$ cat config.mk
export PLATFORM = sky130hd
export DESIGN_NAME = sdr_dev_flat
export DESIGN_NICKNAME = d
export VERILOG_FILES = /design/src/logic/sdr_pkg.sv /design/src/logic/sdr_if.sv /design/src/logic/sdr_dev.sv /design/src/flat_wrapper.sv
export SDC_FILE = /design/constraint.sdc
export NUM_CORES = 1
export LEC_CHECK = 0
export BUFFER_PORTS_ARGS = -buffer_cell sky130_fd_sc_hd__buf_2
export CORE_ASPECT_RATIO = 0.6
export CORE_MARGIN = 1
export CORE_UTILIZATION = 54
export CTS_BUF_LIST = sky130_fd_sc_hd__clkbuf_8
export CTS_CLUSTER_SIZE = 10
export DETAILED_ROUTE_END_ITERATION = 10
export PLACE_DENSITY = 0.8
export SLEW_MARGIN = 20
export SYNTH_ARGS = -nofsm -noshare
export SYNTH_HDL_FRONTEND = slang
export SYNTH_SLANG_ARGS = --single-unit
$ cat constraint.sdc
create_clock -name i_clk -period 3.45 [get_ports i_clk]
set_input_delay 0.1725 -clock i_clk [delete_from_list [all_inputs] [get_ports i_clk]]
set_output_delay 0.1725 -clock i_clk [all_outputs]
set_load 0.01 [all_outputs]
$ cat src/logic/sdr_pkg.sv
// shared constants for the sector dma request link
package sdr_pkg;
  // --------------------------------------------------------------
  // device register map (13-bit window offsets)
  // --------------------------------------------------------------
  localparam logic [12:0] OFS_CTRL_PRI   = 13'h1078; // dma_control_primary
  localparam logic [12:0] OFS_CTRL_NEG   = 13'h107a; // dma_control_deassert_point
  localparam logic [12:0] OFS_IRQ_STAT   = 13'h1020; // sticky event status, read only
  localparam logic [12:0] OFS_IRQ_CLR    = 13'h1080; // write one to clear, write only
  localparam logic [12:0] OFS_IRQ_EN     = 13'h1082; // interrupt enable
  localparam logic [15:0] CTRL_RST       = 16'h0000; // reset value of both control words
  // --------------------------------------------------------------
  // field positions
  // --------------------------------------------------------------
  localparam int          SEC_MSB        = 6;        // sectors-left field 6..0
  localparam int          POL_BIT        = 12;       // request_polarity_bit
  localparam int          PULSE_BIT      = 13;       // pulse select
  localparam int          PAUSE_BIT      = 14;       // pause
  localparam int          EN_BIT         = 15;       // transfer enable
  localparam int          NEG_MSB        = 9;        // deassert point 9..0
  localparam int          ECC_EV_BIT     = 3;        // correction-code error event
  localparam int          DONE_EV_BIT    = 5;        // dma completion event
  // --------------------------------------------------------------
  // sector geometry and timing
  // --------------------------------------------------------------
  localparam int          SECTOR_BYTES   = 512;
  localparam int          CHECK_BYTES    = 16;
  localparam logic [9:0]  BLOCK_BYTES    = 10'(SECTOR_BYTES + CHECK_BYTES);
  localparam int          CLK_NS         = 100;      // 10 MHz
  localparam int          PULSE_NS       = 250;      // request pulse width, rounded up to whole clocks (300 ns)
  localparam logic [1:0]  PULSE_CYC      = 2'((PULSE_NS + CLK_NS - 1) / CLK_NS);
  // --------------------------------------------------------------
  // host avalon register map (byte addresses)
  // --------------------------------------------------------------
  localparam logic [4:0]  AV_CMD         = 5'h00;    // bit0 go, bit1 write
  localparam logic [4:0]  AV_ADDR        = 5'h04;    // device offset
  localparam logic [4:0]  AV_WDATA       = 5'h08;    // device write data
  localparam logic [4:0]  AV_RESULT      = 5'h0c;    // read data, bit16 busy
  localparam logic [4:0]  AV_DMA_CFG     = 5'h10;    // bit0 answer requests, bit1 polarity
  localparam logic [4:0]  AV_DMA_STAT    = 5'h14;    // beats moved, bit31 block active
  localparam logic [4:0]  AV_DMA_DATA    = 5'h18;    // last word moved
endpackage : sdr_pkg

$ cat src/logic/sdr_if.sv
// link between the flash disk dma end and the host dma controller end
`timescale 1ns/10ps
`default_nettype none
interface sdr_if #(parameter int BUS_BYTES = 2);
  logic                   reg_cs;        // one-cycle register access strobe
  logic                   reg_we;        // access is a write
  logic [12:0]            reg_addr;      // window offset
  logic [15:0]            reg_wdata;     // write data
  logic                   reg_ack;       // one-cycle answer
  logic [15:0]            reg_rdata;     // read data, valid with ack
  logic                   transfer_request_out; // request pin, polarity programmable
  logic                   dma_rd;        // one bus cycle of bus_cycle_byte_width bytes
  logic [8*BUS_BYTES-1:0] dma_data;      // data for the previous dma_rd
  modport dev  (input reg_cs, reg_we, reg_addr, reg_wdata, dma_rd,
                output reg_ack, reg_rdata, transfer_request_out, dma_data);
  modport host (output reg_cs, reg_we, reg_addr, reg_wdata, dma_rd,
                input reg_ack, reg_rdata, transfer_request_out, dma_data);
endinterface : sdr_if
`default_nettype wire

$ cat src/logic/sdr_dev.sv
// flash disk end: sector dma request control with its registers
`timescale 1ns/10ps
`default_nettype none
// Overview of operation
// - sectors field holds sector count minus one
// - read value zero means one sector left
// - decrement after each sector checksum read
// - ecc fault leaves remaining sector count intact
// - polarity zero: idle high, active low
// - polarity one: idle low, active high
// - pulse mode: one 300 ns (three clock) request pulse
// - level mode: release at deassert point
// - ecc fault during dma sets pause, stops
// - software fixes data, clears pause to resume
// - enable bit arms dma; clear means no requests
// - deassert point compared against byte counter
// - dma completion is a maskable interrupt source
// - ecc error is a separate interrupt source
module sdr_dev #(
  parameter int BUS_BYTES = 2                    // bus_cycle_byte_width
) (
  input  wire logic                   i_clk,
  input  wire logic                   i_rst,
  sdr_if.dev                          link,
  input  wire logic [8*BUS_BYTES-1:0] i_flash_data, // next word from the page buffer
  input  wire logic                   i_ecc_err,    // checksum check failed, with last beat
  output logic                        o_irq,        // level interrupt
  output logic                        o_busy        // dma armed and not paused
);
  import sdr_pkg::*;

  // --------------------------------------------------------------
  // state
  // --------------------------------------------------------------
  localparam logic [9:0] STEP = 10'(BUS_BYTES);
  logic                   dma_en;          // transfer enable
  logic                   pause;           // stopped on ecc fault
  logic                   pulse_sel;       // pulse or level request
  logic                   req_pol;         // request_polarity_bit
  logic [SEC_MSB:0]       sectors_left;    // count minus one
  logic [NEG_MSB:0]       negate_point;    // deassert point
  logic [9:0]             flash_byte_counter; // bytes left in block incl. checksum
  logic                   resume_pend;     // sector end held back by a fault
  logic [1:0]             pulse_cnt;       // pulse width counter
  logic                   level_req;       // level mode request
  logic [5:0]             irq_stat;        // sticky events
  logic [5:0]             irq_en;          // enables
  logic                   rd_ack;
  logic [15:0]            rd_data;
  logic                   req_pin;
  logic [8*BUS_BYTES-1:0] out_data;

  // --------------------------------------------------------------
  // decode
  // --------------------------------------------------------------
  logic wr_pri, wr_neg, wr_clr, wr_en;
  logic beat, sector_end, last_sector, fault, finish, advance, start_block;
  logic [9:0] next_count;

  // write strobe for one offset
  function automatic logic hit(input logic [12:0] ofs);
    hit = link.reg_cs && link.reg_we && (link.reg_addr == ofs);
  endfunction : hit

  always_comb begin
    wr_pri      = hit(OFS_CTRL_PRI);
    wr_neg      = hit(OFS_CTRL_NEG);
    wr_clr      = hit(OFS_IRQ_CLR);
    wr_en       = hit(OFS_IRQ_EN);
    // beats are only honoured while running; a stray strobe is ignored
    beat        = link.dma_rd && dma_en && !pause && (flash_byte_counter != 10'h000);
    next_count  = (flash_byte_counter > STEP) ? flash_byte_counter - STEP : 10'h000;
    sector_end  = beat && (next_count == 10'h000);   // checksum bytes just read
    fault       = sector_end && i_ecc_err;
    // a cleared pause completes the held sector end
    advance     = (sector_end && !i_ecc_err) ||
                  (resume_pend && !pause && dma_en);
    last_sector = (sectors_left == '0);
    finish      = advance && last_sector;
    // new block on arming, and after each sector that is not the last
    start_block = (wr_pri && link.reg_wdata[EN_BIT] && !dma_en) ||
                  (advance && !last_sector);
  end

  // --------------------------------------------------------------
  // primary control word
  // --------------------------------------------------------------
  // enable and mode bits; enable drops by itself at completion
  always_ff @(posedge i_clk) begin
    if (i_rst) begin
      dma_en    <= CTRL_RST[EN_BIT];
      pulse_sel <= CTRL_RST[PULSE_BIT];
      req_pol   <= CTRL_RST[POL_BIT];
    end else begin
      if (wr_pri) begin
        dma_en    <= link.reg_wdata[EN_BIT];
        pulse_sel <= link.reg_wdata[PULSE_BIT];
        req_pol   <= link.reg_wdata[POL_BIT];
      end
      if (finish) begin
        dma_en <= 1'b0;
      end
    end
  end

  // pause: hardware set wins over a software clear in the same cycle
  always_ff @(posedge i_clk) begin
    if (i_rst) begin
      pause <= CTRL_RST[PAUSE_BIT];
    end else if (fault && dma_en) begin
      pause <= 1'b1;
    end else if (wr_pri && !link.reg_wdata[PAUSE_BIT]) begin
      pause <= 1'b0;
    end
  end

  // remembers a faulted sector so its count step happens on resume
  always_ff @(posedge i_clk) begin
    if (i_rst) begin
      resume_pend <= 1'b0;
    end else if (fault) begin
      resume_pend <= 1'b1;
    end else if (advance || !dma_en) begin
      resume_pend <= 1'b0;
    end
  end

  // sectors left: loaded by software, stepped per clean checksum and on resume
  always_ff @(posedge i_clk) begin
    if (i_rst) begin
      sectors_left <= CTRL_RST[SEC_MSB:0];
    end else if (wr_pri) begin
      sectors_left <= link.reg_wdata[SEC_MSB:0];
    end else if (advance && !last_sector) begin
      sectors_left <= sectors_left - 1'b1;         // held on fault
    end
  end

  // deassert point
  always_ff @(posedge i_clk) begin
    if (i_rst) begin
      negate_point <= CTRL_RST[NEG_MSB:0];
    end else if (wr_neg) begin
      negate_point <= link.reg_wdata[NEG_MSB:0];
    end
  end

  // --------------------------------------------------------------
  // byte counter and request generation
  // --------------------------------------------------------------
  // counts down the sector plus its checksum bytes
  always_ff @(posedge i_clk) begin
    if (i_rst) begin
      flash_byte_counter <= 10'h000;
    end else if (start_block) begin
      flash_byte_counter <= BLOCK_BYTES;
    end else if (!dma_en || (wr_pri && !link.reg_wdata[EN_BIT])) begin
      flash_byte_counter <= 10'h000;               // disarm aborts the block
    end else if (beat) begin
      flash_byte_counter <= next_count;
    end
  end

  // pulse mode: fixed width active pulse per block
  always_ff @(posedge i_clk) begin
    if (i_rst) begin
      pulse_cnt <= 2'h0;
    end else if (start_block && pulse_sel_next()) begin
      pulse_cnt <= PULSE_CYC;
    end else if (pulse_cnt != 2'h0) begin
      pulse_cnt <= pulse_cnt - 2'h1;
    end
  end

  // level mode: active from block start until the counter hits the point
  always_ff @(posedge i_clk) begin
    if (i_rst) begin
      level_req <= 1'b0;
    end else if (start_block && !pulse_sel_next()) begin
      level_req <= 1'b1;
    end else if (!dma_en || pause ||
                 (beat && (next_count[NEG_MSB:0] == negate_point))) begin
      level_req <= 1'b0;
    end
  end

  // mode seen by a block started in the same cycle as the write
  function automatic logic pulse_sel_next();
    pulse_sel_next = wr_pri ? link.reg_wdata[PULSE_BIT] : pulse_sel;
  endfunction : pulse_sel_next

  // pin level: idle is the inverse of the polarity bit; the output flop
  // keeps the pin glitch free when polarity is rewritten
  always_ff @(posedge i_clk) begin
    if (i_rst) begin
      req_pin <= ~CTRL_RST[POL_BIT];
    end else if (dma_en && (level_req || pulse_cnt != 2'h0)) begin
      req_pin <= req_pol;
    end else begin
      req_pin <= ~req_pol;
    end
  end

  // data for each beat, one cycle after the strobe
  always_ff @(posedge i_clk) begin
    if (i_rst) begin
      out_data <= '0;
    end else if (beat) begin
      out_data <= i_flash_data;
    end
  end

  // --------------------------------------------------------------
  // interrupts
  // --------------------------------------------------------------
  // sticky events; an event in the clearing cycle survives
  always_ff @(posedge i_clk) begin
    if (i_rst) begin
      irq_stat <= 6'h00;
    end else begin
      for (int i = 0; i < 6; i++) begin
        if ((i == ECC_EV_BIT && fault && dma_en) ||
            (i == DONE_EV_BIT && finish)) begin
          irq_stat[i] <= 1'b1;
        end else if (wr_clr && link.reg_wdata[i]) begin
          irq_stat[i] <= 1'b0;
        end
      end
    end
  end

  // enables
  always_ff @(posedge i_clk) begin
    if (i_rst) begin
      irq_en <= 6'h00;
    end else if (wr_en) begin
      irq_en <= link.reg_wdata[5:0];
    end
  end

  // level interrupt, registered
  always_ff @(posedge i_clk) begin
    if (i_rst) begin
      o_irq <= 1'b0;
    end else begin
      o_irq <= |(irq_stat & irq_en);
    end
  end

  // busy
  always_ff @(posedge i_clk) begin
    if (i_rst) begin
      o_busy <= 1'b0;
    end else begin
      o_busy <= dma_en && !pause;
    end
  end

  // --------------------------------------------------------------
  // register reads: answer one cycle after every access
  // --------------------------------------------------------------
  always_ff @(posedge i_clk) begin
    if (i_rst) begin
      rd_ack  <= 1'b0;
      rd_data <= 16'h0000;
    end else begin
      rd_ack <= link.reg_cs;
      unique case (link.reg_addr)
        OFS_CTRL_PRI: rd_data <= {dma_en, pause, pulse_sel, req_pol, 5'h00, sectors_left};
        OFS_CTRL_NEG: rd_data <= {6'h00, negate_point};
        OFS_IRQ_STAT: rd_data <= {10'h000, irq_stat};
        OFS_IRQ_EN:   rd_data <= {10'h000, irq_en};
        default:      rd_data <= 16'h0000;         // unmapped and write-only read zero
      endcase
    end
  end

  assign link.reg_ack              = rd_ack;
  assign link.reg_rdata            = rd_data;
  assign link.transfer_request_out = req_pin;
  assign link.dma_data             = out_data;
endmodule : sdr_dev
`default_nettype wire

$ cat src/flat_wrapper.sv
// flat-port wrapper written by rule: the top's interface ports become plain ports
module sdr_dev_flat import sdr_pkg::*;
#(
  parameter int BUS_BYTES = 2                                           
)
  (i_clk, i_rst, i_flash_data, i_ecc_err, o_irq, o_busy, link_reg_cs, link_reg_we, link_reg_addr, link_reg_wdata, link_dma_rd, link_reg_ack, link_reg_rdata, link_transfer_request_out, link_dma_data);
  sdr_if #(.BUS_BYTES(BUS_BYTES)) link_i ();
  input  wire logic i_clk;
  input  wire logic i_rst;
  input  wire logic [8*BUS_BYTES-1:0] i_flash_data;
  input  wire logic i_ecc_err;
  output logic o_irq;
  output logic o_busy;
  input wire logic [$bits(link_i.reg_cs)-1:0] link_reg_cs;
  input wire logic [$bits(link_i.reg_we)-1:0] link_reg_we;
  input wire logic [$bits(link_i.reg_addr)-1:0] link_reg_addr;
  input wire logic [$bits(link_i.reg_wdata)-1:0] link_reg_wdata;
  input wire logic [$bits(link_i.dma_rd)-1:0] link_dma_rd;
  output wire logic [$bits(link_i.reg_ack)-1:0] link_reg_ack;
  output wire logic [$bits(link_i.reg_rdata)-1:0] link_reg_rdata;
  output wire logic [$bits(link_i.transfer_request_out)-1:0] link_transfer_request_out;
  output wire logic [$bits(link_i.dma_data)-1:0] link_dma_data;
  assign link_i.reg_cs = link_reg_cs;
  assign link_i.reg_we = link_reg_we;
  assign link_i.reg_addr = link_reg_addr;
  assign link_i.reg_wdata = link_reg_wdata;
  assign link_i.dma_rd = link_dma_rd;
  assign link_reg_ack = link_i.reg_ack;
  assign link_reg_rdata = link_i.reg_rdata;
  assign link_transfer_request_out = link_i.transfer_request_out;
  assign link_dma_data = link_i.dma_data;
  sdr_dev #(.BUS_BYTES(BUS_BYTES)) u_core (.i_clk(i_clk), .i_rst(i_rst), .link(link_i), .i_flash_data(i_flash_data), .i_ecc_err(i_ecc_err), .o_irq(o_irq), .o_busy(o_busy));
endmodule
* Yosys cells after proc, flatten, opt, wreduce, memory -nomap -nowiden
Cells that the tools add are included.
Widths: inputs -> output; s select.
** Word-level totals
- Flip-flop bits (word level) :: 79
- Output and inout bits :: 36
- Logic and storage cells :: 109
** Cells by class
- $add $sub $neg :: 3
- Magnitude comparators :: 1
- Equality and inequality tests :: 6
- Muxes and demuxes :: 21
- Bitwise operators :: 2
- Reduce and logical (&&, ||, !) cells :: 56
** Operators by type and width (count)
- $eq 13x13->1 const B :: 5
- $pmux 16 s4 :: 1
- $mux 10 :: 4
- $logic_and 1x1->1 :: 27
- $reduce_bool 2->1 :: 8
- $mux 7 :: 2
- $mux 1 :: 12
- $eq 10x10->1 :: 1
- $gt 10x2->1 const B :: 1
- $logic_not 10->1 :: 1
- $reduce_bool 10->1 :: 1
- $sub 10x2->10 const B :: 1
- $logic_not 1->1 :: 7
- $logic_not 7->1 :: 1
- $logic_or 1x1->1 :: 7
- $sub 7x1->7 const B :: 1
- $and 6x6->6 :: 1
- $reduce_or 6->1 :: 1
- $mux 2 :: 2
- $reduce_bool 3->1 :: 1
- $reduce_or 3->1 :: 1
- $reduce_or 2->1 :: 1
- $sub 2x1->2 const B :: 1
- $not 1->1 :: 1

* Longest topological paths before layout
Gate-level depths: netlist (run 1).
- Word-level depth :: 10
- Depth in mapped cells :: 11
- Depth with buffers taken out :: 9

* Worst setup path after synthesis (run 1)
No wires, ideal clock.
- Kind :: reg-to-reg
- Start :: register u_core.flash_byte_counter[1]
- End :: register u_core.sectors_left[2]
- Data arrival time :: 2668 ps
- Data required time :: 3328 ps
- Setup slack :: 660 ps
- Cell stages (with the launch flop) :: 11
- Period minus slack after synthesis :: 2790 ps
- Path through :: dfxtp_1 > buf_2 > inv_1 > ha_1 > or4b_4 > or3_4 > a221oi_4 > nand4b_4 > a21oi_4 > a2111oi_1 > a311o_1
** Between the ends
- Word-level cells in the longest chain between the ends :: 8
- Elaborated cells on any way between the ends :: 11
** Ends and longest elaborated chain
- start, declared :: RTL line sdr_dev.sv:42 : logic [9:0] flash_byte_counter;
- start signal, assigned :: RTL line sdr_dev.sv:160 : flash_byte_counter <= next_count;
- $sub 10x2->10 / $gt 10x2->1 (equally long branches) :: RTL line sdr_dev.sv:72 : next_count = (flash_byte_counter > STEP) ? flash_byte_counter - STEP : 10'h000;
- $mux 10 :: RTL line sdr_dev.sv:72
- $logic_not 10->1 :: RTL line sdr_dev.sv:73 : sector_end = beat && (next_count == 10'h000);
- $logic_and 1x1->1 * :: RTL line sdr_dev.sv:73
- $logic_and 1x1->1 * :: RTL line sdr_dev.sv:76 : advance = (sector_end && !i_ecc_err) ||
- $logic_or 1x1->1 * :: RTL line sdr_dev.sv:76
- $logic_and 1x1->1 * :: RTL line sdr_dev.sv:134 : end else if (advance && !last_sector) begin
- $reduce_bool 2->1 (no line) *
- end signal, assigned :: RTL line sdr_dev.sv:131 : sectors_left <= CTRL_RST[SEC_MSB:0];
- end signal, assigned :: RTL line sdr_dev.sv:133 : sectors_left <= link.reg_wdata[SEC_MSB:0];
- end signal, assigned :: RTL line sdr_dev.sv:135 : sectors_left <= sectors_left - 1'b1;
- end, declared :: RTL line sdr_dev.sv:40 : logic [SEC_MSB:0] sectors_left;
Every way passes the cells marked *; elsewhere a longest branch is shown, timed or not.
A chain may end at the register's enable or synchronous reset.

* Worst setup path after layout (run 1)
- Start :: register u_core.flash_byte_counter[1]
- End :: register u_core.flash_byte_counter[8]
** Between the ends
- Word-level cells in the longest chain between the ends :: 9
- Elaborated cells on any way between the ends :: 12
** Ends and longest elaborated chain
- $sub 10x2->10 / $gt 10x2->1 (equally long branches) :: RTL line sdr_dev.sv:72
- $mux 10 :: RTL line sdr_dev.sv:72
- $logic_not 10->1 :: RTL line sdr_dev.sv:73
- $logic_and 1x1->1 :: RTL line sdr_dev.sv:73
- $logic_and 1x1->1 :: RTL line sdr_dev.sv:76
- $logic_or 1x1->1 :: RTL line sdr_dev.sv:76
- $logic_and 1x1->1 :: RTL line sdr_dev.sv:82 : (advance && !last_sector);
- $logic_or 1x1->1 :: RTL line sdr_dev.sv:81 : start_block = (wr_pri && link.reg_wdata[EN_BIT] && !dma_en) ||
- $reduce_or 3->1 (no line)
Parallel ways exist; a longest one is shown, timed or not.

==> results of run 1 <==
power groups by stage:
stage | combinational (mW) | clock (mW) | sequential [mW]
after floorplan | 0.0672 | 0 | 0.924
after detailed placement | 0.114 | 0 | 0.924
after CTS | 0.114 | 0.755 | 0.903
after global placement | 0.106 | 0 | 0.924
final | 0.114 | 0.749 | 0.903
after global routing | 0.126 | 0.800 | 0.904
cell usage in the layout, fill, tap and decap left out, types with 5 or more instances in the layout:
master,count
sky130_fd_sc_hd__nor2_1,37
sky130_fd_sc_hd__inv_1,15
sky130_fd_sc_hd__nor3_1,13
sky130_fd_sc_hd__nand2_1,78
sky130_fd_sc_hd__mux2i_1,8
sky130_fd_sc_hd__nand3_1,10
sky130_fd_sc_hd__buf_4,9
sky130_fd_sc_hd__a211oi_1,5
sky130_fd_sc_hd__buf_2,82
sky130_fd_sc_hd__a222oi_1,6
sky130_fd_sc_hd__nor4_1,7
sky130_fd_sc_hd__a21oi_1,48
sky130_fd_sc_hd__a31oi_1,6
sky130_fd_sc_hd__o21ai_0,9
sky130_fd_sc_hd__and3_1,8
sky130_fd_sc_hd__dfxtp_1,77
sky130_fd_sc_hd__xor2_1,7
sky130_fd_sc_hd__nor2b_1,5
sky130_fd_sc_hd__or3_1,9
sky130_fd_sc_hd__clkbuf_8,9
kinds of logic after synthesis:
| group | synth area share |
|---|---|
| AND/OR/NAND/NOR | 0.273 |
| XOR/XNOR | 0.0300 |
| AO/OA/AOI/OAI | 0.189 |
| multiplexers | 0.0249 |
| flip-flops | 0.420 |
| adder cells (fa/ha/maj) | 0.0102 |
| other | 0.00102 |
| buffers and inverters | 0.0514 |
synth_stat cells (6+ instances only):
cell | count | area, sq um
sky130_fd_sc_hd__nand2_1 | 78 | 293
sky130_fd_sc_hd__dfxtp_1 | 77 | 1540
sky130_fd_sc_hd__a21oi_1 | 48 | 240
sky130_fd_sc_hd__nor2_1 | 37 | 139
sky130_fd_sc_hd__clkbuf_1 | 20 | 75.1
sky130_fd_sc_hd__inv_1 | 14 | 52.6
sky130_fd_sc_hd__nor3_1 | 13 | 65.1
sky130_fd_sc_hd__nand3_1 | 10 | 50.1
sky130_fd_sc_hd__o21ai_0 | 9 | 45.0
sky130_fd_sc_hd__or3_1 | 9 | 56.3
sky130_fd_sc_hd__and3_1 | 8 | 50.1
sky130_fd_sc_hd__mux2i_1 | 8 | 80.1
sky130_fd_sc_hd__a31oi_1 | 7 | 43.8
sky130_fd_sc_hd__nor4_1 | 7 | 43.8
sky130_fd_sc_hd__xor2_1 | 7 | 61.3
sky130_fd_sc_hd__a222oi_1 | 6 | 60.1
flip-flops by register name, summed over array words and instances (netlist names):
signal / flops
u_core.pulse_sel: 1
u_core.flash_byte_counter: 10
u_core.o_busy: 1
u_core.negate_point: 10
u_core.level_req: 1
u_core.link.dma_data: 16
u_core.irq_stat: 2
u_core.resume_pend: 1
u_core.link.reg_ack: 1
u_core.link.reg_rdata: 14
u_core.pulse_cnt: 2
u_core.req_pol: 1
u_core.pause: 1
u_core.dma_en: 1
u_core.sectors_left: 7
u_core.o_irq: 1
u_core.link.transfer_request_out: 1
u_core.irq_en: 6
layout make-up:
type | count | area, sq um
Inverter | 14 | 52.6
Sequential cell | 77 | 1540
Timing Repair Buffer | 91 | 478
Fill cell | 532 | 1970
Clock buffer | 9 | 124
Tap cell | 84 | 105
Clock inverter | 7 | 91.3
Multi-Input combinational cell | 327 | 1970
per-stage QoR:
| step | cells | setup WS, ps | instance area, sq um | total power, mW |
|---|---|---|---|---|
| global placement | 593 | 460 | 4130 | 1.03 |
| global route | 609 | 161 | 4360 | 1.83 |
| floorplan | 447 | 660 | 3680 | 0.991 |
| finish | 609 | 319 | 4360 | 1.77 |
| detailed placement | 593 | 374 | 4140 | 1.04 |
| CTS | 609 | 339 | 4350 | 1.77 |
metal layers:
layer	wire length [um]	share of wire
met1	4610	0.46
met2	4220	0.42
met3	1160	0.11
met4	118	0.012
met5	0	0
worst max-delay path: cells and delay by family, from the launching register on:
kind                       cells  cell delay, ps
AOI/OAI and AO/OA              3             730
adders and majority gates      1             270
buffers and inverters          1             130
DFF                            1             400
and+or+nand+nor                4            1470
how the worst min path moves through the flow:
stage / startpoint / endpoint / slack, ps / cells past startpoint
final: i_flash_data[5] / u_core.link.dma_data[5] / 40 / 3
after global routing: i_flash_data[6] / u_core.link.dma_data[6] / 40 / 3
after detailed placement: i_flash_data[13] / u_core.link.dma_data[13] / 420 / 3
after CTS: i_flash_data[4] / u_core.link.dma_data[4] / 30 / 3
after global placement: i_flash_data[5] / u_core.link.dma_data[5] / 410 / 3
after floorplan: link_reg_addr[0] / u_core.link.reg_rdata[15] / 250 / 1
==> results.ini, run 1 <==
[clock_tree]
max-clock-path-buffers=2
worst_skew_pair.late_latency_ps=360
post_cts_resize_count=0
numClockSinks=77
clock_tree_from_tritoncts=yes
worst_setup_hold_path_clk_slew_ps=80
cts_made_buffers=9
post_cts.repair.setup_buffers=0
cts_htree_levels=3
ctsHoldBuffers=0
cts.root.buffer_cell=sky130_fd_sc_hd__clkbuf_8

[pwr]
cellInternalPower_mw=1.36
power.share.switching=0.233
power_switching_mw=0.411
power_density_nw_per_um2=405
share_comb_of_total_power=0.065
vdd_ir_drop_max_mv=0.405
pwr-share-clk=0.424
seq_power_share=0.511
p_leak_nw=1.70

[layout]
n_antenna_cell=0
final_core_occ=0.689
nets=574
layout-area-overhead-vs-synth_pct=18.7
drive_above_1_share=0.234

[critical_path]
critPathCaptureType=flip-flop
crit_path_max_fanout=10
critPathLaunch=u_core.flash_byte_counter[1]
critPathRequiredTime_ps=3670
max_stage_delay_ps=530
reg2reg_slack_ps=320
regToRegStartpoint=u_core.flash_byte_counter[1]
worstSetupPathType=flip-flop to flip-flop
cp_data_arrival_time_ps=3350
worstRegToRegCells=9
slowest_stage=sky130_fd_sc_hd__or4b_4
critical_path.cell_chain=inv_1 > ha_1 > or4b_4 > or3_4 > a221oi_4 > nand4b_4 > a21oi_4 > or3_1 > a211oi_1
crit-reg2reg-capture=u_core.flash_byte_counter[8]
cp-endpoint=u_core.flash_byte_counter[8]
startpoint_type=flip-flop

[logic_synthesis]
postSynthAreaPerCell_sq_um=8.24
post_synth_cell_types=62
yosys_warnings=0
syn-instance-count=446
syn-cell-area_sq_um=3670
post_synth_edffs=0
synth.ff_latch_count=77
proportion_of_register_bits_with_asynchronous_set_or_reset_after_synthesis=0
synth-seq-area-share=0.420
leading_register_cell_type_out_of_synthesis=sky130_fd_sc_hd__dfxtp_1

[die]
ioPinCount=87
die_height_um=65.9
rows=22
core_area_sq_um=6330
dieArea_sq_um=7150
die_width_um=108
initial_utilization=0.580

[grt]
grt_start_max_net_pins=55
grt_util_met1=0.426
grt_pass1_vias=3304
wire_length_of_the_first_global_routing_pass_um=16100
use_met3=0.0857
grt_antenna_before_repair=0
grt_util_met2=0.419
busiest_layer=met1
groute.usage.overall=0.297
grt-ovfl-total=0

[place]
gpl.final_weighted_congestion=0.941
io_buffer_count=82
hpwlAfterDp_um=7100

[timing]
maxSlewViolCount=0
setup_tns_ps=0
slew_headroom=0.331
fin_skew_ps=8.15
worst-slew-pin-transition_ps=995
clock.fmax_ghz=0.319
layout_min_cycle_time_ps=3130
finalHoldViolCount=0
setup_repair_after_global_routing_missed_its_margin=no
final_setup_vio_count=0
timing.final.crit_share=0.908
fin_worst_hold_slack_ps=38.2

[routing]
remaining_drc_errors=0
first_iter_violations=446
viasPerCell=6.06
wl_per_cell_um=16.6
remaining_number_of_nets_flagged_by_the_antenna_check_after_routing=0
drtPass1Iterations=5
routed_wl_um=10100
dr_vias=3693

[job]
max_cap_viol_count=0

[hold_path]
min_path_type=primary input to flip-flop

[status]
status=finished, final reports clean

Note: power is estimated with default switching activity, not from simulation.
==> run 2, diff against run 1 <==
--- a/config.mk
+++ b/config.mk
@@ -12,7 +12,7 @@
 export CTS_BUF_LIST = sky130_fd_sc_hd__clkbuf_8
 export CTS_CLUSTER_SIZE = 10
 export DETAILED_ROUTE_END_ITERATION = 10
-export PLACE_DENSITY = 0.8
+export PLACE_DENSITY_LB_ADDON = 0.15
 export SLEW_MARGIN = 20
 export SYNTH_ARGS = -nofsm -noshare
 export SYNTH_HDL_FRONTEND = slang
==> results.ini, run 2 (synthesized netlist as in run 1, its figures left out) <==
[grt]
grt-ovfl-total=0  ; unchanged
groute.usage.overall=0.289  ; was 0.297
grt_pass1_vias=3141  ; was 3,304
wire_length_of_the_first_global_routing_pass_um=15500  ; was 16,100 um
grt_antenna_before_repair=0  ; unchanged
grt_start_max_net_pins=55  ; unchanged

[place]
place_ws_ps=355  ; was 374 ps
hpwlAfterDp_um=6980  ; was 7100 um
gpl.final_weighted_congestion=0.898  ; was 0.941
io_buffer_count=82  ; unchanged

[die]
core_area_sq_um=6330  ; unchanged
dieArea_sq_um=7150  ; unchanged
die_width_um=108  ; unchanged
die_height_um=65.9  ; unchanged
initial_utilization=0.580  ; unchanged
rows=22  ; unchanged
ioPinCount=87  ; unchanged

[routing]
wl_per_cell_um=16.0  ; was 16.6 um
viasPerCell=5.95  ; was 6.06
dr.max_layer_used=met4  ; unchanged
remaining_number_of_nets_flagged_by_the_antenna_check_after_routing=0  ; unchanged
dr_vias=3640  ; was 3,693
route.met3.wl_um=1250  ; was 1160 um
first_iter_violations=351  ; was 446
remaining_drc_errors=0  ; unchanged
routed_wl_um=9760  ; was 10,100 um
routed_length_on_met1_um=4530  ; was 4610 um
route.met2.wl_um=3870  ; was 4220 um
drtPass1Iterations=6  ; was 5

[layout]
layout.cells.most_common_list=sky130_fd_sc_hd__buf_2, sky130_fd_sc_hd__nand2_1, sky130_fd_sc_hd__dfxtp_1, sky130_fd_sc_hd__a21oi_1, sky130_fd_sc_hd__nor2_1  ; unchanged
footprint_of_the_multi_input_gates_sq_um=1960  ; was 1970 sq um
largest_register_ff_count=16  ; unchanged
n_fill_cell=550  ; was 532
drive_above_1_share=0.239  ; was 0.234
sequential_cell_area_sq_um=1540  ; unchanged
nets=577  ; was 574
layout-area-overhead-vs-synth_pct=18.4  ; was 18.7%
n_antenna_cell=0  ; unchanged
final_common_cell=sky130_fd_sc_hd__buf_2  ; unchanged

[timing]
clock.fmax_ghz=0.319  ; about the same
worst_slack_ps=310  ; was 319 ps
setup_repair_after_global_routing_missed_its_margin=no  ; unchanged
finalHoldViolCount=0  ; unchanged
fin_skew_ps=8.46  ; was 8.15 ps
setup_tns_ps=0  ; unchanged
slew_headroom=0.445  ; was 0.331
worst-slew-pin-transition_ps=825  ; was 995 ps
maxSlewViolCount=0  ; unchanged
layout_min_cycle_time_ps=3140  ; was 3130 ps
final_setup_vio_count=0  ; unchanged
timing.final.crit_share=0.910  ; was 0.908

[clock_tree]
post_cts.repair.setup_buffers=0  ; unchanged
cts.root.buffer_cell=sky130_fd_sc_hd__clkbuf_8  ; unchanged
numClockSinks=77  ; unchanged
clock_tree_from_tritoncts=yes  ; unchanged
cts_made_buffers=9  ; unchanged
cts_htree_levels=3  ; unchanged
post_cts_resize_count=0  ; unchanged
max-clock-path-buffers=2  ; unchanged
ctsHoldBuffers=0  ; unchanged
worst_setup_hold_path_clk_slew_ps=80  ; about the same
worst_skew_pair.late_latency_ps=360  ; about the same

[hold_path]
min_delay_path_depth=3  ; unchanged
min_path_type=primary input to flip-flop  ; unchanged

[critical_path]
cp_data_arrival_time_ps=3380  ; was 3350 ps
max_stage_delay_ps=540  ; was 530 ps
crit_path_max_fanout=12  ; was 10
critPathCaptureType=flip-flop  ; unchanged
critPathRequiredTime_ps=3690  ; was 3670 ps
critical_path.cell_chain=inv_1 > ha_1 > or4b_4 > or3_4 > a221oi_4 > nand4b_4 > a21oi_4 > or3_1 > a211oi_1  ; unchanged
slowest_stage=sky130_fd_sc_hd__or4b_4  ; unchanged
startpoint_type=flip-flop  ; unchanged
worstSetupPathType=flip-flop to flip-flop  ; unchanged
worstRegToRegCells=9  ; unchanged

[job]
max_cap_viol_count=0  ; unchanged

[status]
status=finished, final reports clean  ; unchanged

[pwr]
p_leak_nw=1.71  ; was 1.70 nW
power_density_nw_per_um2=383  ; was 405 nW/um^2
vdd_ir_drop_max_mv=0.325  ; was 0.405 mV

==> run 2: changes by cell type in the layout (fill, tap and decap cells not counted) <==
cell and change:
sky130_fd_sc_hd__clkinv_4 +1, sky130_fd_sc_hd__clkbuf_8 +3, sky130_fd_sc_hd__buf_4 +3, sky130_fd_sc_hd__clkinv_2 +1
sky130_fd_sc_hd__bufinv_16 -2, sky130_fd_sc_hd__clkinvlp_4 -3, sky130_fd_sc_hd__a31oi_4 -1, sky130_fd_sc_hd__a31oi_2 +1
==> run 2: layer usage <==
metal / vias to the layer above / global-route usage
met2: 179 / 0.383
met4: 0 / 0.0878
met5: - / 0
met3: 13 / 0.131
met1: 1696 / 0.409
li1: 1752 / -
==> run 2: final cells by class <==
class	instances	share of cell area
clock buffers	12	0.0380
clock inverters	4	0.00518
inverters	14	0.0121
multi-input cells	327	0.451
flip-flops and latches	77	0.355
well taps	84	0.0242
repair buffers	94	0.115
==> run 2: report_power, final <==
group | internal [mW] | leakage, nW | total [mW] | switching [mW]
Clock | 0.317 | 0.104 | 0.646 | 0.330
Combinational | 0.0543 | 0.986 | 0.115 | 0.0610
Sequential | 0.899 | 0.621 | 0.903 | 0.00375
==> run 2: path summary, 6_finish.rpt <==
path              slack (ps)                            to                         start
setup / recovery         310  u_core.flash_byte_counter[8]  u_core.flash_byte_counter[1]
hold / removal            40       u_core.link.dma_data[4]               i_flash_data[4]
setup reg to reg         310  u_core.flash_byte_counter[8]  u_core.flash_byte_counter[1]
hold reg to reg          450       u_core.link.dma_data[8]       u_core.link.dma_data[8]
==> run 2: metrics by stage <==
step           cells  hold WS [ps]  power [mW]  area (sq um)  utilization
5_1_grt          612          31.7        1.73          4350        0.687
6_report         612          42.4        1.66          4350        0.687
3_3_place_gp     596           413        1.03          4150        0.656
2_1_floorplan    447           251       0.991          3680            -
4_1_cts          612          26.3        1.67          4340        0.686
3_5_place_dp     596           418        1.04          4150        0.656
==> run 2: worst max-delay path, delay by kind of cell (launching register included) <==
| family | cells | cell delay [ps] |
|---|---|---|
| buffers and inverters | 1 | 120 |
| adder cells (fa/ha/maj) | 1 | 290 |
| AO/OA/AOI/OAI | 3 | 720 |
| AND/OR/NAND/NOR | 4 | 1490 |
| flip-flops | 1 | 390 |
